`src/cskip_pkg.sv`:
```
package cskip_pkg;

   // Opcode fields of the compare-and-skip family (upper seven bits of the word).
   localparam logic [6:0] CSKIP_OP_LESS = 7'h30;
   localparam logic [6:0] CSKIP_OP_EQUAL = 7'h31;
   localparam logic [6:0] CSKIP_OP_GREATER = 7'h32;
   localparam int CSKIP_OP_MSB = 15;
   localparam int CSKIP_OP_LSB = 9;
   localparam int CSKIP_BANK_BIT = 8;

   // Highest file address that switches to indexed literal offset addressing.
   localparam logic [7:0] CSKIP_INDEX_LIMIT = 8'h5F;

   // Quadrature phase count of one instruction cycle.
   localparam int CSKIP_PHASES = 4;
   localparam logic [1:0] CSKIP_PHASE_RESET = 2'h0;

   // Compare kinds carried from decode to processing.
   typedef enum logic [1:0] {
      CSKIP_CMP_NONE = 2'h0,
      CSKIP_CMP_LESS = 2'h1,
      CSKIP_CMP_EQUAL = 2'h2,
      CSKIP_CMP_GREATER = 2'h3
   } cskip_cmp_t;

   // Data memory address request toward the file register space.
   typedef struct packed {
      logic valid;
      logic indexed;
      logic banked;
      logic [3:0] bank;
      logic [7:0] offset;
   } cskip_addr_t;

endpackage

```
`src/cskip_phase.sv`:
```
`timescale 1ns/1ns
// Quadrature phase generator: one-hot Q1..Q4 strobes, one clock each, that
// divide the core clock into instruction cycles.
module cskip_phase
   import cskip_pkg::*;
(
   input wire logic clk,
   input wire logic rst_b,
   output logic [CSKIP_PHASES-1:0] phase
);

   // Whole state of the divider.
   typedef struct packed {
      logic [1:0] count;
   } cskip_phase_state_t;

   cskip_phase_state_t state;
   cskip_phase_state_t next_state;

   // Advance the count every clock and wrap after the last phase.
   always_comb begin
      next_state = state;
      next_state.count = state.count + 2'h1;
   end

   // Register the count.
   always_ff @(posedge clk or negedge rst_b) begin
      if (!rst_b) begin
         state.count <= CSKIP_PHASE_RESET;
      end else begin
         state <= next_state;
      end
   end

   // Decode the count to one-hot phase strobes.
   always_comb begin
      phase = '0;
      phase[state.count] = 1'b1;
   end

endmodule

```
`src/cskip_core.sv`:
```
`timescale 1ns/1ns
// Contract
// - Decode greater compare 0110 010a, file low.
// - Decode less compare 0110 000a, file low.
// - Unsigned file minus working, no flags.
// - True relation discards fetched instruction as nop.
// - Bank bit zero access bank, else bank select.
// - Indexed mode when a=0, extended, f<=95.
// - Q1 decode, Q2 read, Q3 process, Q4 idle.
module cskip_core
   import cskip_pkg::*;
#(
   // Operand width and bank select width.
   parameter int DATA_W = 8,
   parameter int BANK_W = 4
)
(
   // Core clock and asynchronous active-low reset.
   input wire logic clk,
   input wire logic rst_b,
   // Instruction word from the decode stage; only looked at in an idle Q1.
   input wire logic [15:0] instr,
   input wire logic instr_valid,
   // Tells whether the already fetched next word starts a two-word instruction.
   input wire logic next_is_two_word,
   // Enables the indexed literal offset form for access bank operands.
   input wire logic extended_set,
   // Bank used when the operand bank bit is set.
   input wire logic [BANK_W-1:0] bank_select_register,
   // Operands: the working register and the read data of the file register.
   input wire logic [DATA_W-1:0] working_register,
   input wire logic [DATA_W-1:0] file_rdata,
   // Read request toward the file register space.
   output cskip_addr_t file_addr,
   // Write strobes of the datapath; this family never raises them.
   output logic file_write,
   output logic working_write,
   output logic status_write,
   // Program flow: the fetched word is being replaced by no-operation cycles.
   output logic discard,
   output logic busy,
   output logic skip_taken,
   // Quadrature phase strobes, Q1 in bit zero.
   output logic [CSKIP_PHASES-1:0] phase
);

   // Sequencer states, one-hot.
   // A corrupted code falls back to idle through the default branch below.
   typedef enum logic [3:0] {
      CSKIP_IDLE = 4'h1,
      CSKIP_EXEC = 4'h2,
      CSKIP_SKIP1 = 4'h4,
      CSKIP_SKIP2 = 4'h8
   } cskip_fsm_t;

   // Entire state of the block.
   typedef struct packed {
      // Sequencer position.
      cskip_fsm_t fsm;
      // Relation under test, latched at decode.
      cskip_cmp_t cmp;
      // Length of the instruction being discarded, latched in Q3.
      logic two_word;
      // File operand captured in Q2 so that Q3 compares a stable value.
      logic [DATA_W-1:0] file_value;
      // Registered read request.
      cskip_addr_t addr;
      // Registered discard level and one-cycle skip pulse.
      logic discard;
      logic skip_taken;
   } cskip_state_t;

   // Present and next copy of the whole state.
   cskip_state_t state;
   cskip_state_t next_state;

   // Phase strobes come from the shared divider.
   // They also leave as a port so the rest of the core follows the same phases.
   cskip_phase u_phase (
      .clk(clk),
      .rst_b(rst_b),
      .phase(phase)
   );

   // Phase strobes under short names.
   logic q1;
   logic q2;
   logic q3;
   logic q4;
   // Fields of the instruction word.
   logic [6:0] opcode;
   logic bank_bit;
   logic [7:0] file_offset;
   // Compare kind of the word at the input.
   cskip_cmp_t decoded;
   // True when the tested relation holds for the captured file operand and the working register.
   logic relation;
   // Difference with a borrow bit on top.
   logic [DATA_W:0] diff;

   // Name the phases; every action below is tied to one of them.
   assign q1 = phase[0];
   assign q2 = phase[1];
   assign q3 = phase[2];
   assign q4 = phase[3];
   // Slice the word; the opcode sits in the upper seven bits.
   assign opcode = instr[CSKIP_OP_MSB:CSKIP_OP_LSB];
   assign bank_bit = instr[CSKIP_BANK_BIT];
   assign file_offset = instr[7:0];

   // Opcode decode; anything else belongs to other decoders.
   // The equal form shares the encoding family and is decoded here too.
   always_comb begin
      unique case (opcode)
         CSKIP_OP_GREATER: decoded = CSKIP_CMP_GREATER;
         CSKIP_OP_LESS: decoded = CSKIP_CMP_LESS;
         CSKIP_OP_EQUAL: decoded = CSKIP_CMP_EQUAL;
         default: decoded = CSKIP_CMP_NONE;
      endcase
   end

   // Unsigned subtraction; the borrow bit gives less-than, zero gives equal.
   // The result feeds only the skip decision, never the status flags.
   // The working register is read directly; only its Q3 value matters.
   always_comb begin
      diff = {1'b0, state.file_value} - {1'b0, working_register};
      unique case (state.cmp)
         CSKIP_CMP_LESS: relation = diff[DATA_W];
         CSKIP_CMP_EQUAL: relation = (diff[DATA_W-1:0] == '0);
         CSKIP_CMP_GREATER: relation = !diff[DATA_W] && (diff[DATA_W-1:0] != '0);
         default: relation = 1'b0;
      endcase
   end

   // Sequencer: each skip state spans one instruction cycle of four phases; EXEC spans Q2 to Q4.
   // Leaving idle only on a Q1 edge and other states only on a Q4 edge keeps every cycle exactly four clocks long.
   always_comb begin
      next_state = state;
      next_state.skip_taken = 1'b0;
      unique case (state.fsm)
         CSKIP_IDLE: begin
            // Only a Q1 word of this family starts a compare; others pass by.
            // Q1 decodes a new word and forms the operand address.
            if (q1 && instr_valid && decoded != CSKIP_CMP_NONE) begin
               next_state.fsm = CSKIP_EXEC;
               next_state.cmp = decoded;
               next_state.addr.valid = 1'b1;
               next_state.addr.offset = file_offset;
               next_state.addr.banked = bank_bit;
               // The bank select register counts only for a banked operand.
               next_state.addr.bank = bank_bit ? 4'(bank_select_register) : 4'h0;
               next_state.addr.indexed = !bank_bit && extended_set &&
                  (file_offset <= CSKIP_INDEX_LIMIT);
            end
         end
         CSKIP_EXEC: begin
            // Q2 reads the file register; Q3 compares; Q4 writes nothing.
            if (q2) begin
               // Capturing here keeps a late change of the read data out of Q3.
               // The request drops after one cycle; the memory needs no more.
               next_state.file_value = file_rdata;
               next_state.addr.valid = 1'b0;
            end
            if (q3) begin
               // The length of the next word is taken while it is still at the input.
               next_state.two_word = next_is_two_word;
               if (relation) begin
                  next_state.discard = 1'b1;
                  next_state.skip_taken = 1'b1;
               end
            end
            if (q4) begin
               // Nothing is written back; only the path to the next cycle is chosen.
               next_state.fsm = state.discard ? CSKIP_SKIP1 : CSKIP_IDLE;
               next_state.cmp = CSKIP_CMP_NONE;
            end
         end
         CSKIP_SKIP1: begin
            // A whole cycle of no operation replaces the fetched word.
            // Discard stays high into the second nop when the word was long.
            if (q4) begin
               next_state.fsm = state.two_word ? CSKIP_SKIP2 : CSKIP_IDLE;
               next_state.discard = state.two_word;
            end
         end
         CSKIP_SKIP2: begin
            // Second word of a discarded long instruction is also a nop.
            // Dropping discard here hands the next Q1 back to normal decode.
            if (q4) begin
               next_state.fsm = CSKIP_IDLE;
               next_state.discard = 1'b0;
            end
         end
         default: begin
            // An illegal code returns to idle rather than locking the core.
            next_state.fsm = CSKIP_IDLE;
         end
      endcase
   end

   // Register the whole state.
   // Reset leaves the sequencer idle with no request and no discard pending.
   always_ff @(posedge clk or negedge rst_b) begin
      if (!rst_b) begin
         state.fsm <= CSKIP_IDLE;
         state.cmp <= CSKIP_CMP_NONE;
         state.two_word <= 1'b0;
         state.file_value <= '0;
         state.addr <= '0;
         state.discard <= 1'b0;
         state.skip_taken <= 1'b0;
      end else begin
         state <= next_state;
      end
   end

   // The compare never writes back; these strobes stay low by design.
   // They stay as ports so that the datapath sees an explicit no-write.
   assign file_write = 1'b0;
   assign working_write = 1'b0;
   assign status_write = 1'b0;
   // Address, discard and skip pulse come straight from flip-flops.
   assign file_addr = state.addr;
   assign discard = state.discard;
   assign skip_taken = state.skip_taken;
   // Busy is decoded from the state so the fetch side sees it without delay.
   assign busy = (state.fsm != CSKIP_IDLE);

endmodule

```
`config.mk`:
```
export PLATFORM = sky130hd
export DESIGN_NAME = cskip_core
export DESIGN_NICKNAME = d
export VERILOG_FILES = /design/src/cskip_pkg.sv /design/src/cskip_phase.sv /design/src/cskip_core.sv
export SDC_FILE = /design/constraint.sdc
export NUM_CORES = 1
export LEC_CHECK = 0
export BUFFER_PORTS_ARGS = -buffer_cell sky130_fd_sc_hd__buf_2
export CAP_MARGIN = 25
export CORE_AREA = 2 2 66 80
export CTS_CLUSTER_DIAMETER = 150
export DETAILED_ROUTE_END_ITERATION = 10
export DIE_AREA = 0 0 68 82
export PLACE_DENSITY_LB_ADDON = 0.2
export SYNTH_ARGS = -nofsm -noshare
export SYNTH_HDL_FRONTEND = slang
export SYNTH_SLANG_ARGS = --single-unit
```
`constraint.sdc`:
```
create_clock -name clk -period 1.95 [get_ports clk]
set_input_delay 0.585 -clock clk [delete_from_list [all_inputs] [get_ports clk]]
set_output_delay 0.585 -clock clk [all_outputs]
set_load 0.02 [all_outputs]
```
# Word-level counts from Yosys, hierarchy flattened
# Cells that the tools add are included.
[word_totals]
register_bits = 34
latchBits = 0
ram_bits = 0
mem_bits_ro = 0
out_inout_bits = 25
memories = 0
[classes]
add_sub_neg = 2
multipliers = 0
div = 0
order_cmp = 3
n_eq_ne = 18
shift = 0
mux = 22
bitwise = 0
reduce_logical = 20
[ops]
columns = ["operator", "count"]
rows = [
  ["7-bit by 6-bit == test with 1-bit output, second input constant", 3],
  ["4-bit two-way mux", 4],
  ["4-bit one-hot mux with 4 select lines", 1],
  ["15-bit two-way mux", 1],
  ["2-bit inequality test, second input constant", 7],
  ["6-bit two-way mux", 2],
  ["8-bit by 8-bit subtractor with 9-bit output", 1],
  ["8-bit by 7-bit <= comparator with 1-bit output, second input constant", 1],
  ["8-bit logical NOT", 1],
  ["8-bit nonzero test", 1],
  ["1-bit logical AND", 6],
  ["1-bit one-hot mux with 3 select lines", 2],
  ["2-bit one-hot mux with 3 select lines", 1],
  ["2-bit AND reduction", 3],
  ["3-bit AND reduction", 2],
  ["1-bit two-way mux", 5],
  ["5-bit AND reduction", 1],
  ["2-bit == test, second input constant", 2],
  ["4-bit by 1-bit == test with 1-bit output, second input constant", 1],
  ["4-bit by 2-bit == test with 1-bit output, second input constant", 1],
  ["4-bit by 3-bit == test with 1-bit output, second input constant", 1],
  ["4-bit == test, second input constant", 1],
  ["2-bit two-way mux", 2],
  ["4-bit by 1-bit inequality test with 1-bit output, second input constant", 1],
  ["12 further kinds", 14],
]

# Longest topological paths before layout
# Gate-level depths: netlist of run 1.
[logic_depth]
depth_word = 8
ltp_mapped = 10
ltp_nobuf = 10

# Cells and area by module
# Synthesis of run 1 repeated with hierarchy kept, for this count alone.
[hier_totals]
cells_unflattened = 212
area_unflattened_um2 = 2068.2
[modules_own_cells]
columns = ["module", "n_inst", "cells_each", "area_each_um2"]
rows = [
  ["cskip_core", 1, 204, 1960.6],
  ["cskip_phase", 1, 8, 107.6],
]

# Worst setup path before layout of run 1
# Ideal clock, no wire load.
[synth_path]
path_kind = "input to register"
startpoint = "in working_register[0]"
endpoint = "reg discard (netlist name)"
setup_time_ns = 0.123
t_arrival_ns = 2.179
t_required_ns = 1.827
path_slack_ns = -0.352
cell_stages = 9
n_path_buf = 0
path_cell_list = "ha_1 -> fa_1 -> nand2b_1 -> a21oi_1 -> o31ai_2 -> o2bb2ai_1 -> o21ai_0 -> o2bb2ai_2 -> a21oi_2"
[synth_via]
elab_chain_cells = 6
word_cells_on_any_way = 8
[synth_lines]
columns = ["item", "line_no", "text"]
rows = [
  ["start, declared", "cskip_core.sv:31", "input wire logic [DATA_W-1:0] working_register,"],
  ["8-bit by 8-bit subtractor with 9-bit output (*)", "cskip_core.sv:126", "diff = {1'b0, state.file_value} - {1'b0, working_register};"],
  ["8-bit nonzero test / 1-bit logical NOT (equally long branches)", "cskip_core.sv:130", "CSKIP_CMP_GREATER: relation = !diff[DATA_W] && (diff[DATA_W-1:0] != '0);"],
  ["1-bit logical AND", "cskip_core.sv:130", ""],
  ["1-bit one-hot mux with 3 select lines (*)", "cskip_core.sv:127", "unique case (state.cmp)"],
  ["2-bit inequality test (no line) (*)", "n/a", ""],
  ["5-bit AND reduction (no line) (*)", "n/a", ""],
]
# Mark *: on every way between the ends. The rest lies on a longest branch, timed or not.
# A chain may end at the register's enable or synchronous reset.

==> flow_summary.toml, run 1 <==
[floorplan]
initial_core_util = 0.443
core_area_um2 = 4830
io_pins = 66
die_y_um = 82
num_rows = 28
dieWidth_um = 68
die_area_um2 = 5580

[placed_design]
place_congestion = 0.882
place_hpwl_um = 3320
io_buffers = 62
pre_cts_ws_ps = -404

[global_routing]
grt_max_degree = 35
track_usage = 0.173
overflow = 0
antenna_found_initial = 0
grt_pass1_vias = 1674
grt_first_pass_wirelength_um = 7170

[setup_path]
r2r_start = "state[17]$_DFFE_PN0P_"
path_max_fanout = 2
r2r_cells = 10
start_kind = "flop"
crit_type = "reg -> reg"
crit_path_cell_trace = "inv_2 -> ha_4 -> fa_2 -> nand2b_4 -> a21oi_2 -> xor2_1 -> nor3_2 -> a31oi_1 -> o2bb2ai_2 -> nor2_1"
crit_required_ps = 2130
max_stage_delay_ps = 360
rr_endpoint = "skip_taken$_DFF_PN0_"
critPathCaptureType = "flop"
rrSetupSlack_ps = -50
cp.arrival_ps = 2180
crit_slowest_cell = "dfrtp_1"

[run_status]
status = "finished, violations left"
violations = "setup timing"

[synthesis]
synth_cell_type_count = 49
post_synth.cell_area_avg_um2 = 10.1
synth_top_area_share = 0.386
ys.warnings.count = 0
ys.flop_type = "dfrtp_1"
synthTopCellsByArea = "dfrtp_1 (39%), mux2_2 (7.9%), ha_1 (7.0%), buf_4 (6.3%), nand2_1 (4.0%)"
synth_area_um2 = 2140
ys_ff_latch = 34
yosys.cell_count.top_type = "dfrtp_1"
synthCells = 212
synth_largest_area_cell = "dfrtp_1"
synthTopCellsByCount = "dfrtp_1 (33), nand2_1 (23), buf_4 (18)"
ys_seq_area_frac = 0.398
synth_edf_count = 0
synth-async-reset-ratio = 1.00

[sta]
clock_skew_ps = 5.53
period_needed_ps = 2000
fmax_mhz = 501
finalSetupViolCount = 2
grt_setup_unrepaired = "true"
hold-worst-slack_ps = 313
setup_slack_ps = -46.5
timing.final.max_slew_violations = 0
hold_viol = 0
min_period_over_period = 1.02

[routing]
antenna_left = 0
drt-vias-per-instance = 4.95
dr.pass1.iters = 4
wl_per_cell_um = 12.7
drt-initial-drc-count = 44
vias = 1687
drcViolationCount = 0
routed_wl_um = 4330

[clocking]
cts_tree = "built"
root_buffer = "clkbuf_8"
insertion_delay_ps = 290
clockBufferDepth = 2
clk_pin_slew_ps = 70
htreeDepth = 2
cts_sinks = 34
cts_buffers = 5

[cells_and_area]
drive_above_1_share = 0.459
final_nets = 334
area_growth_pct = 25.1
antennaDiodeCount = 0

[pwr]
p_per_area_nw_per_um2 = 1530
p_leak_nw = 1.32
ir_worst_vdd_v = 0.000779

[flow_run]
cap_violations = 0

[worst_hold_path]
min_path_type = "in -> async"
-- placed cells by master (no fill, tap or decap), types with 2 or more instances in the layout --
cell / instances
a21oi_1: 6
a21oi_2: 2
a31oi_1: 2
a41o_1: 2
buf_2: 62
buf_4: 21
clkbuf_8: 5
clkinvlp_4: 2
conb_1: 3
dfrtp_1: 33
ha_1: 10
ha_4: 2
inv_1: 13
mux2_1: 5
mux2_2: 15
nand2_1: 23
nand3_1: 4
nor2_1: 16
nor3_1: 3
o21ai_0: 11
o21ai_1: 2
xnor2_1: 3
xor2_1: 5
-- power breakdown --
group          internal [W]  total, W  switching, W  leakage [nW]
registers           0.00100   0.00116      0.000163         0.414
logic               0.00111   0.00229       0.00118         0.854
clock network      0.000380  0.000652      0.000272        0.0504
total               0.00249   0.00411       0.00161          1.32
-- registers in the layout, indices dropped and copies added, names as in the netlist --
register       cells
discard            1
file_addr         15
skip_taken         1
state             15
u_phase.state      2
-- through the flow --
stage / total power [W] / TNS, ps / cell area [µm²] / instances / utilization
finish: 0.00411 / -92.8 / 2680 / 341 / 0.554
global route: 0.00442 / -344 / 2680 / 341 / 0.554
CTS: 0.00416 / -147 / 2680 / 341 / 0.554
detailed placement: 0.00345 / -2440 / 2550 / 332 / 0.527
global placement: 0.00341 / -1980 / 2550 / 332 / 0.527
floorplan: 0.00297 / -348 / 2190 / 214 / -
-- what timing repair did --
action | 4_1_cts | 5_1_grt
hold buffers | 0 | 0
pin swaps | 6 | 1
cloned | 0 | 0
setup endpoints to repair | 2 | 2
gates resized for setup | 2 | 0
buffers inserted | 1 | 0
-- worst max path at each step --
stage / startpoint / slack [ps] / end
2_1_floorplan: working_register[0] / -190 / discard$_DFFE_PN0P_
3_3_place_gp: working_register[0] / -350 / discard$_DFFE_PN0P_
3_5_place_dp: working_register[0] / -400 / discard$_DFFE_PN0P_
4_1_cts: state[17]$_DFFE_PN0P_ / -70 / discard$_DFFE_PN0P_
5_1_grt: state[17]$_DFFE_PN0P_ / -180 / skip_taken$_DFF_PN0_
6_report: state[17]$_DFFE_PN0P_ / -50 / skip_taken$_DFF_PN0_
-- logic make-up (layout without fill, tap and decap cells) --
kind of cell	Yosys count	after routing	synth area share
simple gates	59	59	0.140
compound gates	38	38	0.130
buf+inv	38	105	0.108
flops	34	34	0.398
mux	21	21	0.110
fa+ha+maj	13	13	0.0795
xor+xnor	8	8	0.0327
other cells	1	3	0.00175
-- final cells by class --
| cell class | instances | area, µm² |
|---|---|---|
| clock buffers | 5 | 68.8 |
| clock inverters | 3 | 45.0 |
| fillers | 466 | 2160 |
| inverters | 14 | 52.6 |
| multi-input cells | 142 | 1110 |
| flip-flops and latches | 34 | 852 |
| well taps | 60 | 75.1 |
| repair buffers | 83 | 468 |
-- layer usage --
| metal | track usage | vias to the layer above | wire, µm |
|---|---|---|---|
| li1 | - | 838 | - |
| met1 | 0.201 | 792 | 1920 |
| met2 | 0.299 | 51 | 2110 |
| met3 | 0.0452 | 6 | 223 |
| met4 | 0.0660 | 0 | 70 |
| met5 | 0 | - | 0 |
-- critical path: cells and delay by family, from the launching register on --
family	cells	cell delay [ps]
and+or+nand+nor	3	450
DFF	1	360
xor gates and xnor gates	1	80
AOI/OAI and AO/OA	3	440
adders and majority gates	2	490
buffers and inverters	1	50
Note: power is estimated with default switching activity, not from simulation.
==> run 2, diff against run 1 <==
- CELL_PAD_IN_SITES_DETAIL_PLACEMENT: default -> 1
- CELL_PAD_IN_SITES_GLOBAL_PLACEMENT: default -> 1
- CORE_AREA: 2 2 66 80 -> 2 2 75 91
- DIE_AREA: 0 0 68 82 -> 0 0 77 93
==> run 2 against run 1 <==
Against the previous run: the flow still finishes with violations (setup timing); critical endpoint is now discard$_DFFE_PN0P_; clock-buffer cell count stayed put; core utilization is 12 points lower; largest cell class unchanged; routed wire length is 13% higher; maximum frequency is 0.41% higher; largest power group unchanged.
==> flow_summary.toml, run 2 (synthesized netlist as in run 1, its figures left out) <==
[run_status]
status = "finished, violations left"
violations = "setup timing"

[placed_design]
io_buffers = 62
place_hpwl_um = 3980
pre_cts_ws_ps = -412
place_congestion = 0.758
dp_cells = 361

[routing]
drcViolationCount = 0
routed_wl_um = 4910
drt-vias-per-instance = 4.69
dr.pass1.iters = 4
drt-initial-drc-count = 21
wl_per_cell_um = 13.3
antenna_left = 0
vias = 1731

[sta]
maxSlewHeadroom = 0.656
hold_viol = 0
period_needed_ps = 1990
setup_slack_ps = -38.3
fmax_mhz = 503
finalSetupViolCount = 2
timing.final.max_slew_violations = 0
min_period_over_period = 1.02
grt_setup_unrepaired = "true"
tightest_slew_ps = 517
clock_skew_ps = 8.06
setup_tns_ps = -71.3

[cells_and_area]
multi_input_area_um2 = 1110
nFillCells = 768
regArea_um2 = 852
final_common_cell = "buf_2"
area_growth_pct = 28.4
drive_above_1_share = 0.465
final_nets = 337
final_cells = 369
antennaDiodeCount = 0
layout_common_cells = "buf_2 (62), dfrtp_1 (33), buf_4 (24)"
final_util = 0.434

[clocking]
htreeDepth = 2
insertion_delay_ps = 280
cts_sinks = 34
clockBufferDepth = 2
root_buffer = "clkbuf_8"
hold_buffers = 0
cts_buffers = 5
cts_tree = "built"
clk_pin_slew_ps = 80

[pwr]
p_total_w = 0.00431
p_per_area_nw_per_um2 = 1570
ir_worst_vdd_v = 0.000612
p_leak_nw = 1.35

[global_routing]
grt_pass1_vias = 1805
grt_max_degree = 23
grt_first_pass_wirelength_um = 8420
track_usage = 0.150
antenna_found_initial = 0
overflow = 0

[worst_hold_path]
min_path_type = "in -> async"

[floorplan]
initial_core_util = 0.338
core_area_um2 = 6330
dieWidth_um = 77
num_rows = 32
die_y_um = 93
io_pins = 66
die_area_um2 = 7160

[setup_path]
crit_path_cell_trace = "buf_2 -> ha_4 -> fa_2 -> nand2b_4 -> a21oi_2 -> o31ai_2 -> o2bb2ai_1 -> o21ai_1 -> o2bb2ai_2 -> a21oi_2"
crit_slowest_cell = "fa_2"
cp.arrival_ps = 2150
cp_common_cell = "a21oi_2"
worstSetupStartpoint = "working_register[0]"
critPathCaptureType = "flop"
start_kind = "input pin"
r2r_start = "state[17]$_DFFE_PN0P_"
crit_required_ps = 2120
crit_type = "in -> reg"
max_stage_delay_ps = 350
path_max_fanout = 2

[flow_run]
cap_violations = 0
==> run 2: changes by cell type in the layout (fill, tap and decap cells not counted), sizes merged <==
cell | before | now
clkinv | 0 | 1
buf | 83 | 86
clkinvlp | 2 | 0
bufinv | 1 | 2
==> run 2: final timing paths <==
kind	to	slack, ps	cells after the start
max in group asynchronous	file_addr[5]$_DFFE_PN0P_	1160	2
max reg2reg	discard$_DFFE_PN0P_	-30	10
min reg2reg	file_addr[9]$_DFFE_PN0P_	490	2
max	discard$_DFFE_PN0P_	-40	10
min in group clk	file_addr[9]$_DFFE_PN0P_	490	2
min	state[29]$_DFFE_PN0P_	270	1
==> run 2: layout make-up <==
class | instances | share of cell area
multi-input combinational | 142 | 0.403
sequential | 34 | 0.310
clock inverter | 3 | 0.0251
timing repair buffer | 86 | 0.179
tap | 85 | 0.0387
clock buffer | 5 | 0.0251
inverter | 14 | 0.0191
==> run 2: layer usage <==
layer | wire length (µm) | track usage | part of all wire
met1 | 2130 | 0.177 | 0.43
met5 | 0 | 0 | 0
met3 | 223 | 0.0347 | 0.045
met4 | 28 | 0.0446 | 0.0057
met2 | 2530 | 0.270 | 0.51
==> run 2: metrics by stage <==
stage                     hold WS, ps  area, µm²
after global placement            457       2610
after floorplan                   289       2190
after detailed placement          473       2610
after CTS                         283       2750
final                             270       2750
after global routing              293       2750
==> run 2: what timing repair did <==
action | 4_1_cts | 5_1_grt
pin swaps | 4 | 2
setup endpoints to repair | 2 | 2
resized for setup | 1 | 0
gates cloned | 0 | 0
buffers inserted | 0 | 0
==> run 2: report_power, final <==
part	internal, W	total, W	switching (W)
sequential	0.00100	0.00120	0.000193
clock	0.000512	0.000777	0.000264
combinational	0.00115	0.00234	0.00118
==> run 2: critical path, delay by kind of cell <==
| kind | cells | cell delay (ps) |
|---|---|---|
| compound gates | 6 | 790 |
| fa+ha+maj | 2 | 510 |
| simple gates | 1 | 160 |
| buf+inv | 1 | 120 |
==> run 3, diff against run 2 <==
- PLACE_DENSITY_LB_ADDON: 0.2 -> 0.1
- SETUP_SLACK_MARGIN: default -> 0.4
==> run 3 against run 2 <==
Against the previous run: the run still ends with setup timing left; critical path type is now reg -> reg; critical endpoint unchanged; setup slack got worse by 5.4 ps; first-iteration DRC count increased by 62%; clock skew decreased by 2.1 ps; global-route usage increased by 1.2 points; sequential power about the same; maximum frequency decreased by 0.27%; register-to-register slack about the same; highest routed layer unchanged; final cell count increased by 3.0%.
==> flow_summary.toml, run 3 (synthesized netlist as in run 1, its figures left out) <==
[floorplan]
num_rows = 32
die_area_um2 = 7160
initial_core_util = 0.338
die_y_um = 93
io_pins = 66
dieWidth_um = 77
core_area_um2 = 6330

[placed_design]
pre_cts_ws_ps = -427
dp_cells = 358
io_buffers = 62
place_hpwl_um = 3940
place_congestion = 0.715

[sta]
min_period_over_period = 1.02
hold_viol = 0
period_needed_ps = 1990
grt_setup_unrepaired = "true"
setup_tns_ps = -83.2
hold-worst-slack_ps = 335
timing.final.max_slew_violations = 0
clock_skew_ps = 5.97
finalSetupViolCount = 2
setup_slack_ps = -43.8
fmax_mhz = 502

[clocking]
insertion_delay_ps = 280
cts_buffers = 5
cts_tree = "built"
htreeDepth = 2
hold_buffers = 0
clk_pin_slew_ps = 80
cts_sinks = 34
clockBufferDepth = 2
root_buffer = "clkbuf_8"

[cells_and_area]
final_nets = 348
drive_above_1_share = 0.600
final_cells = 380
final_common_cell = "buf_2"
area_growth_pct = 49.0
layout_common_cells = "buf_2 (54), dfrtp_1 (32), buf_4 (24)"
antennaDiodeCount = 0
final_util = 0.504

[global_routing]
track_usage = 0.161
antenna_found_initial = 0
overflow = 0
grt_first_pass_wirelength_um = 9230
grt_pass1_vias = 1946
grt_max_degree = 35

[pwr]
p_per_area_nw_per_um2 = 1570
p_leak_nw = 1.52
ir_worst_vdd_v = 0.000980

[run_status]
violations = "setup timing"
status = "finished, violations left"

[setup_path]
r2r_start = "state[17]$_DFFE_PN0P_"
start_kind = "flop"
critPathCaptureType = "flop"
cp.arrival_ps = 2160
path_max_fanout = 2
crit_required_ps = 2110
max_stage_delay_ps = 360
worstSetupStartpoint = "state[17]$_DFFE_PN0P_"
crit_path_cell_trace = "inv_2 -> ha_4 -> fa_2 -> nand2b_4 -> a21oi_2 -> xor2_1 -> nor3_2 -> a31oi_1 -> o2bb2ai_2 -> a21oi_2"
crit_type = "reg -> reg"
crit_slowest_cell = "dfrtp_1"
cp_common_cell = "a21oi_2"

[routing]
vias = 1799
routed_wl_um = 5620
drt-vias-per-instance = 4.73
wl_per_cell_um = 14.8
antenna_left = 0
drt-initial-drc-count = 34
dr.pass1.iters = 3
drcViolationCount = 0

[flow_run]
cap_violations = 0

[worst_hold_path]
min_path_type = "in -> async"
-- run 3: cell types whose count changed in the layout (fill, tap and decap cells not counted), sizes merged --
cell,change
nand2b,+1
buf,+10
-- run 3: path summary, 6_finish.rpt --
path / to / slack [ps] / depth (start not counted)
max: discard$_DFFE_PN0P_ / -40 / 10
min: u_phase.state[0]$_DFF_PN0_ / 340 / 2
max reg2reg: discard$_DFFE_PN0P_ / -40 / 10
min reg2reg: file_addr[11]$_DFFE_PN0P_ / 510 / 2
max in group asynchronous: state[28]$_DFFE_PN1P_ / 1270 / 2
min in group clk: file_addr[11]$_DFFE_PN0P_ / 510 / 2
-- run 3: area by class of cell --
type	count	area, µm²
Fill cell	721	3140
Multi-Input combinational cell	143	1370
Sequential cell	34	853
Timing Repair Buffer	96	666
Tap cell	85	106
Clock buffer	5	68.8
Clock inverter	3	68.8
Inverter	14	52.6
-- run 3: through the flow --
step                total power (W)  instance area (µm²)
floorplan                   0.00312                 2240
global placement            0.00360                 2630
detailed placement          0.00365                 2630
CTS                         0.00486                 3070
global route                0.00536                 3190
finish                      0.00501                 3190
-- run 3: timing repair --
item / CTS / global route
pin swaps: 17 / 9
setup buffers: 9 / 3
endpoints found under the setup margin: 34 / 32
cloned: 1 / 1
resized for setup: 52 / 25
-- run 3: critical path, delay by kind of cell, from the launching register on --
family                     cells  cell delay (ps)
AOI/OAI and AO/OA              4              520
adders and majority gates      2              490
and+or+nand+nor                2              380
DFF                            1              360
xor gates and xnor gates       1               90
buffers and inverters          1               50
-- run 3: layer usage --
| metal | vias to the layer above | share of wire | GRT usage |
|---|---|---|---|
| met4 | 0 | 0.0048 | 0.0313 |
| met3 | 2 | 0.033 | 0.0319 |
| li1 | 864 | - | - |
| met5 | - | 0 | 0 |
| met2 | 38 | 0.54 | 0.302 |
| met1 | 895 | 0.42 | 0.192 |
-- run 3: power by group --
group / internal [W] / leakage [nW] / total (W) / switching, W
clock: 0.000512 / 0.0683 / 0.000787 / 0.000274
combinational: 0.00155 / 1.04 / 0.00303 / 0.00147
sequential: 0.00100 / 0.412 / 0.00120 / 0.000196
total: 0.00307 / 1.52 / 0.00501 / 0.00194
